<file path="config.mk">
export PLATFORM = sky130hd
export DESIGN_NAME = mfh_host_port
export DESIGN_NICKNAME = d
export VERILOG_FILES = /design/src/hw/mfh_pkg.sv /design/src/hw/mfh_fifo.sv /design/src/hw/mfh_host_port.sv
export SDC_FILE = /design/constraint.sdc
export NUM_CORES = 2
export LEC_CHECK = 0
export BUFFER_PORTS_ARGS = -buffer_cell sky130_fd_sc_hd__buf_2
export CORE_ASPECT_RATIO = 0.5
export CORE_MARGIN = 2
export CORE_UTILIZATION = 64
export CTS_BUF_LIST = sky130_fd_sc_hd__clkbuf_4
export DETAILED_ROUTE_END_ITERATION = 16
export PLACE_DENSITY = 0.84
export SETUP_SLACK_MARGIN = 0.05
export SYNTH_ARGS = -nofsm -noshare
export SYNTH_HDL_FRONTEND = slang
export SYNTH_SLANG_ARGS = --single-unit
export TNS_END_PERCENT = 30
</file>
<file path="constraint.sdc">
create_clock -name sys_clk_i -period 35.2 [get_ports sys_clk_i]
set_input_delay 3.52 -clock sys_clk_i [delete_from_list [all_inputs] [get_ports sys_clk_i]]
set_output_delay 3.52 -clock sys_clk_i [all_outputs]
set_load 0.05 [all_outputs]
</file>
<file path="src/hw/mfh_pkg.sv">
// constants shared by the multiport fifo host port
package mfh_pkg;
  localparam int NUM_PORTS = 4;
  localparam int DATA_W = 32;
  localparam int FIFO_DEPTH = 4;
  localparam int LVL_W = 3;
  localparam int EOF_BIT = 32;
  localparam int NOFCS_BIT = 33;
  localparam int TX_W = 34;
  localparam int RX_W = 33;
  localparam logic [LVL_W-1:0] FIFO_SLOTS = 3'h5;

  // apb register map
  localparam logic [7:0] ADDR_CTRL = 8'h00;
  localparam logic [7:0] ADDR_THRESH = 8'h04;
  localparam logic [7:0] ADDR_STATUS = 8'h08;
  localparam logic [7:0] ADDR_FRAMES = 8'h0C;

  // field positions
  localparam int CTRL_NOFCS_BIT = 4;
  localparam int THR_TX_LSB = 0;
  localparam int THR_RX_LSB = 8;
  localparam int STAT_TX_LSB = 0;
  localparam int STAT_RX_LSB = 12;
  localparam int FRAMES_LSB = 0;

  // reset values
  localparam logic CTRL_NOFCS_RST = 1'b0;
  localparam logic [LVL_W-1:0] THR_TX_RST = 3'h1;
  localparam logic [LVL_W-1:0] THR_RX_RST = 3'h1;
endpackage

</file>
<file path="src/hw/mfh_fifo.sv">
// small fifo with registered head word and registered full flag
`timescale 1ns/100ps
module mfh_fifo #(
  parameter int W = 32,
  parameter int DEPTH = 4
) (
  input wire logic clk_i,
  input wire logic rst_i,
  input wire logic ce_i,
  input wire logic in_valid_i,
  input wire logic [W-1:0] in_data_i,
  output logic in_ready_o,
  output logic out_valid_o,
  output logic [W-1:0] out_data_o,
  input wire logic out_ready_i,
  output logic [$clog2(DEPTH+2)-1:0] level_o
);
  localparam int AW = $clog2(DEPTH);
  localparam int CW = $clog2(DEPTH+1);
  localparam int LW = $clog2(DEPTH+2);

  logic [W-1:0] mem [DEPTH];
  logic [AW-1:0] wptr;
  logic [AW-1:0] rptr;
  logic [CW-1:0] cnt;
  logic [CW-1:0] next_cnt;
  logic push;
  logic load;

  assign push = in_valid_i && in_ready_o;
  assign load = (cnt != '0) && (!out_valid_o || out_ready_i);
  assign level_o = LW'(cnt) + LW'(out_valid_o);

  always_comb begin
    next_cnt = cnt;
    if (push && !load) begin
      next_cnt = cnt + CW'(1);
    end else if (load && !push) begin
      next_cnt = cnt - CW'(1);
    end
  end

  ////////////////////////////////////////////////////////////////////////
  // storage and pointers
  always_ff @(posedge clk_i) begin
    if (ce_i && push) begin
      mem[wptr] <= in_data_i;
    end
  end

  always_ff @(posedge clk_i or posedge rst_i) begin
    if (rst_i) begin
      wptr <= '0;
      rptr <= '0;
      cnt <= '0;
      in_ready_o <= 1'b0;
    end else if (ce_i) begin
      if (push) begin
        wptr <= wptr + AW'(1);
      end
      if (load) begin
        rptr <= rptr + AW'(1);
      end
      cnt <= next_cnt;
      in_ready_o <= (next_cnt != CW'(DEPTH));
    end
  end

  ////////////////////////////////////////////////////////////////////////
  // head register
  always_ff @(posedge clk_i or posedge rst_i) begin
    if (rst_i) begin
      out_valid_o <= 1'b0;
      out_data_o <= '0;
    end else if (ce_i) begin
      if (load) begin
        out_valid_o <= 1'b1;
        out_data_o <= mem[rptr];
      end else if (out_ready_i) begin
        out_valid_o <= 1'b0;
      end
    end
  end
endmodule

</file>
<file path="src/hw/mfh_host_port.sv">
// host side fifo access port for four ethernet ports
//
// Summary of operation
// tx space flag high when free slots reach the tx threshold.
// tx space flags driven only while tx side enable is low.
// rx data flag high at rx threshold or when a whole frame is held.
// rx data flags driven only while rx side enable is low.
// qualifier marks valid read words and free space for writes.
// frame end marker driven out on reads, high on a frame's last word.
// host raises frame end marker with the last written word.
// frame end stored as word bit 32; rx bit 32 returned on reads.
// per-frame skip fcs input held anytime in a frame drops its crc.
// global no fcs bit drops the crc of every frame.
// data bus driven only when rx enable and rx read gate are low.
// one word moves per qualified rising strobe edge.
// port select 00..11 chooses ports 1..4.
// low byte lane enables mark valid written and driven read bytes.
// host supplies a continuous strobe clock within rated speed.
// writes to a full tx fifo ignored; empty rx fifo not popped.
// ready flags recomputed every clock against register thresholds.
//
// Decided for this implementation: the placing of the registers and the APB register port.
`timescale 1ns/100ps
module mfh_host_port
  import mfh_pkg::*;
(
  input wire logic sys_clk_i,
  input wire logic rst_i,
  input wire logic clk_en_i,
  input wire logic psel_i,
  input wire logic penable_i,
  input wire logic pwrite_i,
  input wire logic [7:0] paddr_i,
  input wire logic [31:0] pwdata_i,
  output logic [31:0] prdata_o,
  output logic pready_o,
  output logic pslverr_o,
  input wire logic tx_side_enable_n_i,
  input wire logic rx_side_enable_n_i,
  input wire logic rx_read_gate_n_i,
  input wire logic rx_fifo_read_gate_n_i,
  input wire logic tx_fifo_write_gate_n_i,
  input wire logic fifo_strobe_clock_i,
  input wire logic [1:0] fifo_port_select_i,
  input wire logic [3:0] byte_lane_enable_n_i,
  input wire logic skip_fcs_this_frame_i,
  input wire logic [31:0] fifo_data_i,
  output logic [31:0] fifo_data_o,
  output logic [3:0] fifo_data_oe_o,
  input wire logic frame_end_marker_i,
  output logic frame_end_marker_o,
  output logic frame_end_marker_oe_o,
  output logic [3:0] tx_space_flag_o,
  output logic tx_space_flag_oe_o,
  output logic [3:0] rx_data_flag_o,
  output logic rx_data_flag_oe_o,
  output logic space_or_data_valid_o,
  output logic [127:0] mac_tx_data_o,
  output logic [3:0] mac_tx_eof_o,
  output logic [3:0] mac_tx_no_fcs_o,
  output logic [3:0] mac_tx_valid_o,
  input wire logic [3:0] mac_tx_ready_i,
  input wire logic [127:0] mac_rx_data_i,
  input wire logic [3:0] mac_rx_eof_i,
  input wire logic [3:0] mac_rx_valid_i,
  output logic [3:0] mac_rx_ready_o
);
  logic global_no_fcs;
  logic [LVL_W-1:0] thr_tx;
  logic [LVL_W-1:0] thr_rx;
  logic strobe_prev;
  logic strobe_rise;
  logic host_wr;
  logic host_rd;
  logic [DATA_W-1:0] wr_masked;
  logic [DATA_W-1:0] rd_masked;
  logic [3:0] frame_skip;
  logic [3:0] tx_push;
  logic [3:0] rx_pop;
  logic [3:0] tx_in_ready;
  logic [3:0] rx_out_valid;
  logic [RX_W-1:0] rx_out_data [NUM_PORTS];
  logic [LVL_W-1:0] tx_level [NUM_PORTS];
  logic [LVL_W-1:0] rx_level [NUM_PORTS];
  logic [LVL_W-1:0] rx_frames [NUM_PORTS];
  logic [TX_W-1:0] tx_word;
  logic [RX_W-1:0] sel_rx_data;
  logic [31:0] next_prdata;
  logic addr_ok;

  ////////////////////////////////////////////////////////////////////////
  // strobe qualification
  assign strobe_rise = fifo_strobe_clock_i && !strobe_prev;
  assign host_wr = strobe_rise && !tx_side_enable_n_i && !tx_fifo_write_gate_n_i;
  assign host_rd = strobe_rise && !rx_side_enable_n_i && !rx_fifo_read_gate_n_i;
  assign sel_rx_data = rx_out_data[fifo_port_select_i];

  always_ff @(posedge sys_clk_i or posedge rst_i) begin
    if (rst_i) begin
      strobe_prev <= 1'b0;
    end else if (clk_en_i) begin
      strobe_prev <= fifo_strobe_clock_i;
    end
  end

  // byte lane masking
  always_comb begin
    wr_masked = '0;
    rd_masked = '0;
    for (int b = 0; b < 4; b++) begin
      if (!byte_lane_enable_n_i[b]) begin
        wr_masked[8*b +: 8] = fifo_data_i[8*b +: 8];
        rd_masked[8*b +: 8] = sel_rx_data[8*b +: 8];
      end
    end
  end

  // crc drop stored with each word, used at the frame end
  assign tx_word = {global_no_fcs || frame_skip[fifo_port_select_i] || skip_fcs_this_frame_i,
                    frame_end_marker_i, wr_masked};

  ////////////////////////////////////////////////////////////////////////
  // per port fifos
  for (genvar p = 0; p < NUM_PORTS; p++) begin : g_port
    assign tx_push[p] = host_wr && (fifo_port_select_i == 2'(p));
    assign rx_pop[p] = host_rd && (fifo_port_select_i == 2'(p)) && rx_out_valid[p];

    mfh_fifo #(.W(TX_W), .DEPTH(FIFO_DEPTH)) u_tx (
      .clk_i(sys_clk_i),
      .rst_i(rst_i),
      .ce_i(clk_en_i),
      .in_valid_i(tx_push[p]),
      .in_data_i(tx_word),
      .in_ready_o(tx_in_ready[p]),
      .out_valid_o(mac_tx_valid_o[p]),
      .out_data_o({mac_tx_no_fcs_o[p], mac_tx_eof_o[p], mac_tx_data_o[32*p +: 32]}),
      .out_ready_i(mac_tx_ready_i[p]),
      .level_o(tx_level[p])
    );

    mfh_fifo #(.W(RX_W), .DEPTH(FIFO_DEPTH)) u_rx (
      .clk_i(sys_clk_i),
      .rst_i(rst_i),
      .ce_i(clk_en_i),
      .in_valid_i(mac_rx_valid_i[p]),
      .in_data_i({mac_rx_eof_i[p], mac_rx_data_i[32*p +: 32]}),
      .in_ready_o(mac_rx_ready_o[p]),
      .out_valid_o(rx_out_valid[p]),
      .out_data_o(rx_out_data[p]),
      .out_ready_i(rx_pop[p]),
      .level_o(rx_level[p])
    );

    // whole frames held in the rx fifo
    always_ff @(posedge sys_clk_i or posedge rst_i) begin
      if (rst_i) begin
        rx_frames[p] <= '0;
      end else if (clk_en_i) begin
        rx_frames[p] <= rx_frames[p]
                      + LVL_W'(mac_rx_valid_i[p] && mac_rx_ready_o[p] && mac_rx_eof_i[p])
                      - LVL_W'(rx_pop[p] && rx_out_data[p][EOF_BIT]);
      end
    end

    // per frame crc drop, sticky until the frame end word
    always_ff @(posedge sys_clk_i or posedge rst_i) begin
      if (rst_i) begin
        frame_skip[p] <= 1'b0;
      end else if (clk_en_i && tx_push[p] && tx_in_ready[p]) begin
        frame_skip[p] <= !frame_end_marker_i && (frame_skip[p] || skip_fcs_this_frame_i);
      end
    end

    // tx ready flag
    always_ff @(posedge sys_clk_i or posedge rst_i) begin
      if (rst_i) begin
        tx_space_flag_o[p] <= 1'b0;
      end else if (clk_en_i) begin
        tx_space_flag_o[p] <= (FIFO_SLOTS - tx_level[p]) >= thr_tx;
      end
    end

    // rx ready flag
    always_ff @(posedge sys_clk_i or posedge rst_i) begin
      if (rst_i) begin
        rx_data_flag_o[p] <= 1'b0;
      end else if (clk_en_i) begin
        rx_data_flag_o[p] <= (rx_level[p] >= thr_rx) || (rx_frames[p] != '0);
      end
    end
  end

  ////////////////////////////////////////////////////////////////////////
  // host pin drivers
  always_ff @(posedge sys_clk_i or posedge rst_i) begin
    if (rst_i) begin
      tx_space_flag_oe_o <= 1'b0;
    end else if (clk_en_i) begin
      tx_space_flag_oe_o <= !tx_side_enable_n_i;
    end
  end

  always_ff @(posedge sys_clk_i or posedge rst_i) begin
    if (rst_i) begin
      rx_data_flag_oe_o <= 1'b0;
    end else if (clk_en_i) begin
      rx_data_flag_oe_o <= !rx_side_enable_n_i;
    end
  end

  always_ff @(posedge sys_clk_i or posedge rst_i) begin
    if (rst_i) begin
      fifo_data_oe_o <= 4'h0;
    end else if (clk_en_i) begin
      fifo_data_oe_o <= {4{!rx_side_enable_n_i && !rx_read_gate_n_i}} & ~byte_lane_enable_n_i;
    end
  end

  always_ff @(posedge sys_clk_i or posedge rst_i) begin
    if (rst_i) begin
      frame_end_marker_oe_o <= 1'b0;
    end else if (clk_en_i) begin
      frame_end_marker_oe_o <= !rx_side_enable_n_i && !rx_fifo_read_gate_n_i;
    end
  end

  // read word and frame end
  always_ff @(posedge sys_clk_i or posedge rst_i) begin
    if (rst_i) begin
      fifo_data_o <= '0;
      frame_end_marker_o <= 1'b0;
    end else if (clk_en_i && host_rd) begin
      fifo_data_o <= rd_masked;
      frame_end_marker_o <= rx_out_valid[fifo_port_select_i] && sel_rx_data[EOF_BIT];
    end
  end

  // space or data qualifier
  always_ff @(posedge sys_clk_i or posedge rst_i) begin
    if (rst_i) begin
      space_or_data_valid_o <= 1'b0;
    end else if (clk_en_i) begin
      if (host_rd) begin
        space_or_data_valid_o <= rx_out_valid[fifo_port_select_i];
      end else if (!tx_side_enable_n_i && !tx_fifo_write_gate_n_i) begin
        space_or_data_valid_o <= tx_in_ready[fifo_port_select_i] && !tx_push[fifo_port_select_i];
      end else if (rx_side_enable_n_i || rx_fifo_read_gate_n_i) begin
        space_or_data_valid_o <= 1'b0;
      end
    end
  end

  ////////////////////////////////////////////////////////////////////////
  // apb slave
  assign addr_ok = (paddr_i == ADDR_CTRL) || (paddr_i == ADDR_THRESH)
                || (paddr_i == ADDR_STATUS) || (paddr_i == ADDR_FRAMES);

  always_comb begin
    next_prdata = 32'h0;
    case (paddr_i)
      ADDR_CTRL: next_prdata[CTRL_NOFCS_BIT] = global_no_fcs;
      ADDR_THRESH: begin
        next_prdata[THR_TX_LSB +: LVL_W] = thr_tx;
        next_prdata[THR_RX_LSB +: LVL_W] = thr_rx;
      end
      ADDR_STATUS: begin
        for (int p = 0; p < NUM_PORTS; p++) begin
          next_prdata[STAT_TX_LSB + LVL_W*p +: LVL_W] = tx_level[p];
          next_prdata[STAT_RX_LSB + LVL_W*p +: LVL_W] = rx_level[p];
        end
      end
      ADDR_FRAMES: begin
        for (int p = 0; p < NUM_PORTS; p++) begin
          next_prdata[FRAMES_LSB + LVL_W*p +: LVL_W] = rx_frames[p];
        end
      end
      default: next_prdata = 32'h0;
    endcase
  end

  // one access cycle answer
  always_ff @(posedge sys_clk_i or posedge rst_i) begin
    if (rst_i) begin
      pready_o <= 1'b0;
      pslverr_o <= 1'b0;
    end else if (clk_en_i) begin
      pready_o <= psel_i && !penable_i;
      pslverr_o <= psel_i && !penable_i && !addr_ok;
    end
  end

  // read data captured in setup
  always_ff @(posedge sys_clk_i or posedge rst_i) begin
    if (rst_i) begin
      prdata_o <= 32'h0;
    end else if (clk_en_i && psel_i && !penable_i) begin
      prdata_o <= pwrite_i ? 32'h0 : next_prdata;
    end
  end

  // control register
  always_ff @(posedge sys_clk_i or posedge rst_i) begin
    if (rst_i) begin
      global_no_fcs <= CTRL_NOFCS_RST;
    end else if (clk_en_i && psel_i && penable_i && pready_o && pwrite_i && (paddr_i == ADDR_CTRL)) begin
      global_no_fcs <= pwdata_i[CTRL_NOFCS_BIT];
    end
  end

  // threshold register
  always_ff @(posedge sys_clk_i or posedge rst_i) begin
    if (rst_i) begin
      thr_tx <= THR_TX_RST;
      thr_rx <= THR_RX_RST;
    end else if (clk_en_i && psel_i && penable_i && pready_o && pwrite_i && (paddr_i == ADDR_THRESH)) begin
      thr_tx <= pwdata_i[THR_TX_LSB +: LVL_W];
      thr_rx <= pwdata_i[THR_RX_LSB +: LVL_W];
    end
  end
endmodule

</file>
==> out/metrics.cfg <==
[status]
run_status=finished clean

[global_route]
grt_start_max_net_pins=130
first_global_vias=32300
grt_antenna_before_repair=24
grt-ovfl-total=0
grt_pass1_wl_um=199000
grt_use_total_pct=29.0

[sta]
period_minus_slack_ns=5.82
rsz0062_at_grt=false
fin_worst_skew_ns=0.0768
final_min_period_over_clock_period_pct=16.5
timing.max_slew.rel_slack_pct=11.7
timing_worst_slew_pin_value_ns=1.32
slew_viol_final=0
setup_slack_ns=29.38
fin_tns_setup_ns=0
fin_worst_hold_slack_ns=0.480
max_clock_freq_mhz=172
setup_viol=0
hold_viol=0

[finish]
final_layout_size_suffix_gt1_share_pct=42.2
final_common_cell=sky130_fd_sc_hd__edfxtp_1
finalCoreUtilization_pct=73.4
final_net_count=3984
final_cell_mix=sky130_fd_sc_hd__edfxtp_1, sky130_fd_sc_hd__clkbuf_4, sky130_fd_sc_hd__dfrtp_1
syn2layout_area_growth_pct=13.3

[synth]
synth_edf_count=1072
syn-cell-area_um2=59000
cells_taking_the_most_area_after_synthesis=sky130_fd_sc_hd__edfxtp_1, sky130_fd_sc_hd__dfrtp_1, sky130_fd_sc_hd__mux4_2
synth_top_cell_area_share_pct=54.6
yosysUniqueCellTypes=56
synth-main-ff-cell=sky130_fd_sc_hd__edfxtp_1
yosys_register_bits=1511
synth_seq_area_share_pct=73.2
synth_top_cell_by_area=sky130_fd_sc_hd__edfxtp_1
synth.avg_cell_area_um2=19.9
async_flop_share_pct=29.1
syn-instance-count=2971
yosys_warnings=0

[power]
vdd.ir_drop.worst_uv=60.5
power_density_nw_per_um2=81.8
design_power_total_uw=5470
power.static_leakage_uw=0.0253

[critical_path]
critical_path_peak_fanout=65
arrival_ns=6.93
startpoint=clk_en_i
worst_setup_path_endpoint=prdata_o[22]
timing.critical_path.slowest_cell_delay_ns=0.85
setup.worst_path.class=in -> reg
cpMaxStageDelayCell=sky130_fd_sc_hd__nand3b_1
r2r_start=strobe_prev
setup.reg_to_reg.worst_slack_ns=32.08
critical_path.reg2reg.endpoint=g_port[1].u_tx.mem[3][11]
critPathMostFrequentCell=sky130_fd_sc_hd__buf_4
critical_path.cell_chain=buf_4 -> buf_4 -> nand3b_1 -> nor3_1 -> nand2_1 -> nor2_1 -> a22o_1
worst_setup_path_start_kind=primary input
required_ns=36.31
critical_path.endpoint_type=register
timing.reg2reg.worst_path_depth=5

[route]
post_drt_wl_per_cell_um=26.1
antenna_violating_nets_post_route=0
sum_of_met2_wire_segment_lengths_after_detailed_routing_um=69900
via_per_instance_ratio=6.04
1st_iter_drt_viols=2872
dr.pass1.iters=5
met3RoutedLength_um=9970
m1_wl_um=50200
drt_wl_total_um=134000
drc_errors=0
dr.max_layer_used=met5
vias=31100

[clock_tree]
clock_pin_slew_on_the_worst_setup_and_hold_paths_ns=0.08
cts-root-buf=sky130_fd_sc_hd__clkbuf_4
insertion_delay_of_the_later_clocked_pin_in_the_worst_skew_pair_ns=1.22
postCtsSetupRepairBufs=0
clock_tree.buffer_depth=4
ctsHtreeMaxLevel=5
cts_num_sinks=1511
cts_tree=built
cts.hold.buffers_added=0
cts-resized-gates=0
cts_made_buffers=335

[floorplan]
io_pins=459
die_area_um2=94700
floorplan.die.width_um=433
number_of_placement_rows=78
die_h_um=219
core_um2=91000
initial_core_utilization_pct=64.8

[placement]
io_buffer_count=425
place_ws_ns=28.25
gp_congestion=0.859
dpl.hpwl_um=82300

[min_path]
min_path_type=reg -> reg

[job]
drv.max_cap_violation_count=0

logic make-up (layout without fill, tap and decap cells):
logic type | Yosys count | in the layout | synth area share [%]
and+or+nand+nor | 258 | 258 | 2.21
other | 1 | 23 | 0.00636
DFF | 1511 | 1511 | 73.2
adders and majority gates | 108 | 108 | 2.34
buffers and inverters | 220 | 1139 | 1.61
AOI/OAI and AO/OA | 202 | 202 | 2.32
muxes | 603 | 603 | 17.3
xor gates and xnor gates | 68 | 68 | 1.01
registers in the layout, indices dropped and copies added, names as in the netlist, 8 cells and up:
name                    cells
g_port.u_tx.wptr            8
g_port.u_tx.mem           544
g_port.u_tx.out_data_o    136
g_port.u_rx.cnt            12
fifo_data_o                32
g_port.u_rx.rptr            8
g_port.u_rx.mem           528
g_port.u_rx.wptr            8
g_port.u_tx.cnt            12
g_port.u_tx.rptr            8
g_port.u_rx.out_data_o    132
rx_frames                  12
prdata_o                   24
power by group:
part	internal, µW	leakage (µW)	total (µW)	switching, µW
registers	2190	0.0150	2440	247
logic	678	0.00766	1640	961
clock network	714	0.00261	1380	671
total	3590	0.0253	5470	1880
synthesized netlist by cell type (29+ instances only):
| library cell | number |
|---|---|
| sky130_fd_sc_hd__mux2_2 | 283 |
| sky130_fd_sc_hd__xnor2_1 | 51 |
| sky130_fd_sc_hd__a22o_1 | 45 |
| sky130_fd_sc_hd__nor2b_1 | 42 |
| sky130_fd_sc_hd__o21ai_0 | 55 |
| sky130_fd_sc_hd__edfxtp_1 | 1072 |
| sky130_fd_sc_hd__inv_1 | 75 |
| sky130_fd_sc_hd__dfrtp_1 | 437 |
| sky130_fd_sc_hd__a21oi_1 | 40 |
| sky130_fd_sc_hd__mux4_2 | 304 |
| sky130_fd_sc_hd__and2_1 | 29 |
| sky130_fd_sc_hd__ha_1 | 104 |
| sky130_fd_sc_hd__nand2_1 | 90 |
| sky130_fd_sc_hd__nor2_1 | 40 |
| sky130_fd_sc_hd__clkbuf_1 | 78 |
through the flow:
stage          std cells  cell area [µm²]
2_1_floorplan       2978            59000
3_3_place_gp        4547            62400
3_5_place_dp        4547            62400
4_1_cts             5137            66800
5_1_grt             5149            66800
6_report            5152            66800
final cells by class:
type / count / area (µm²)
Antenna cell: 15 / 37.5
Clock buffer: 526 / 3950
Clock inverter: 64 / 377
Fill cell: 5262 / 24200
Inverter: 76 / 293
Multi-Input combinational cell: 1247 / 14900
Sequential cell: 1511 / 43200
Tap cell: 1240 / 1550
Timing Repair Buffer: 473 / 2490
critical path, delay by kind of cell:
kind	cells	cell delay [ns]
buffers and inverters	2	0.94
AND/OR/NAND/NOR	4	2.19
AO/OA/AOI/OAI	1	0.24
worst min path at each step:
stage                                start                endpoint  depth (start not counted)
floorplan                     rx_frames[5]            rx_frames[5]                          1
global placement    g_port[0].u_tx.rptr[1]  g_port[0].u_tx.rptr[1]                          1
detailed placement       fifo_data_oe_o[2]       fifo_data_oe_o[2]                          2
CTS                 g_port[3].u_tx.rptr[1]  g_port[3].u_tx.rptr[1]                          1
global route             fifo_data_oe_o[2]       fifo_data_oe_o[2]                          2
finish              g_port[3].u_tx.rptr[1]  g_port[3].u_tx.rptr[1]                          1
per-layer routing:
layer	vias to the layer above	track usage (%)
li1	13200	-
met5	-	0
met4	14	12.4
met1	16300	37.7
met3	254	6.24
met2	1331	48.2
Power figures use the tool's default switching activity.
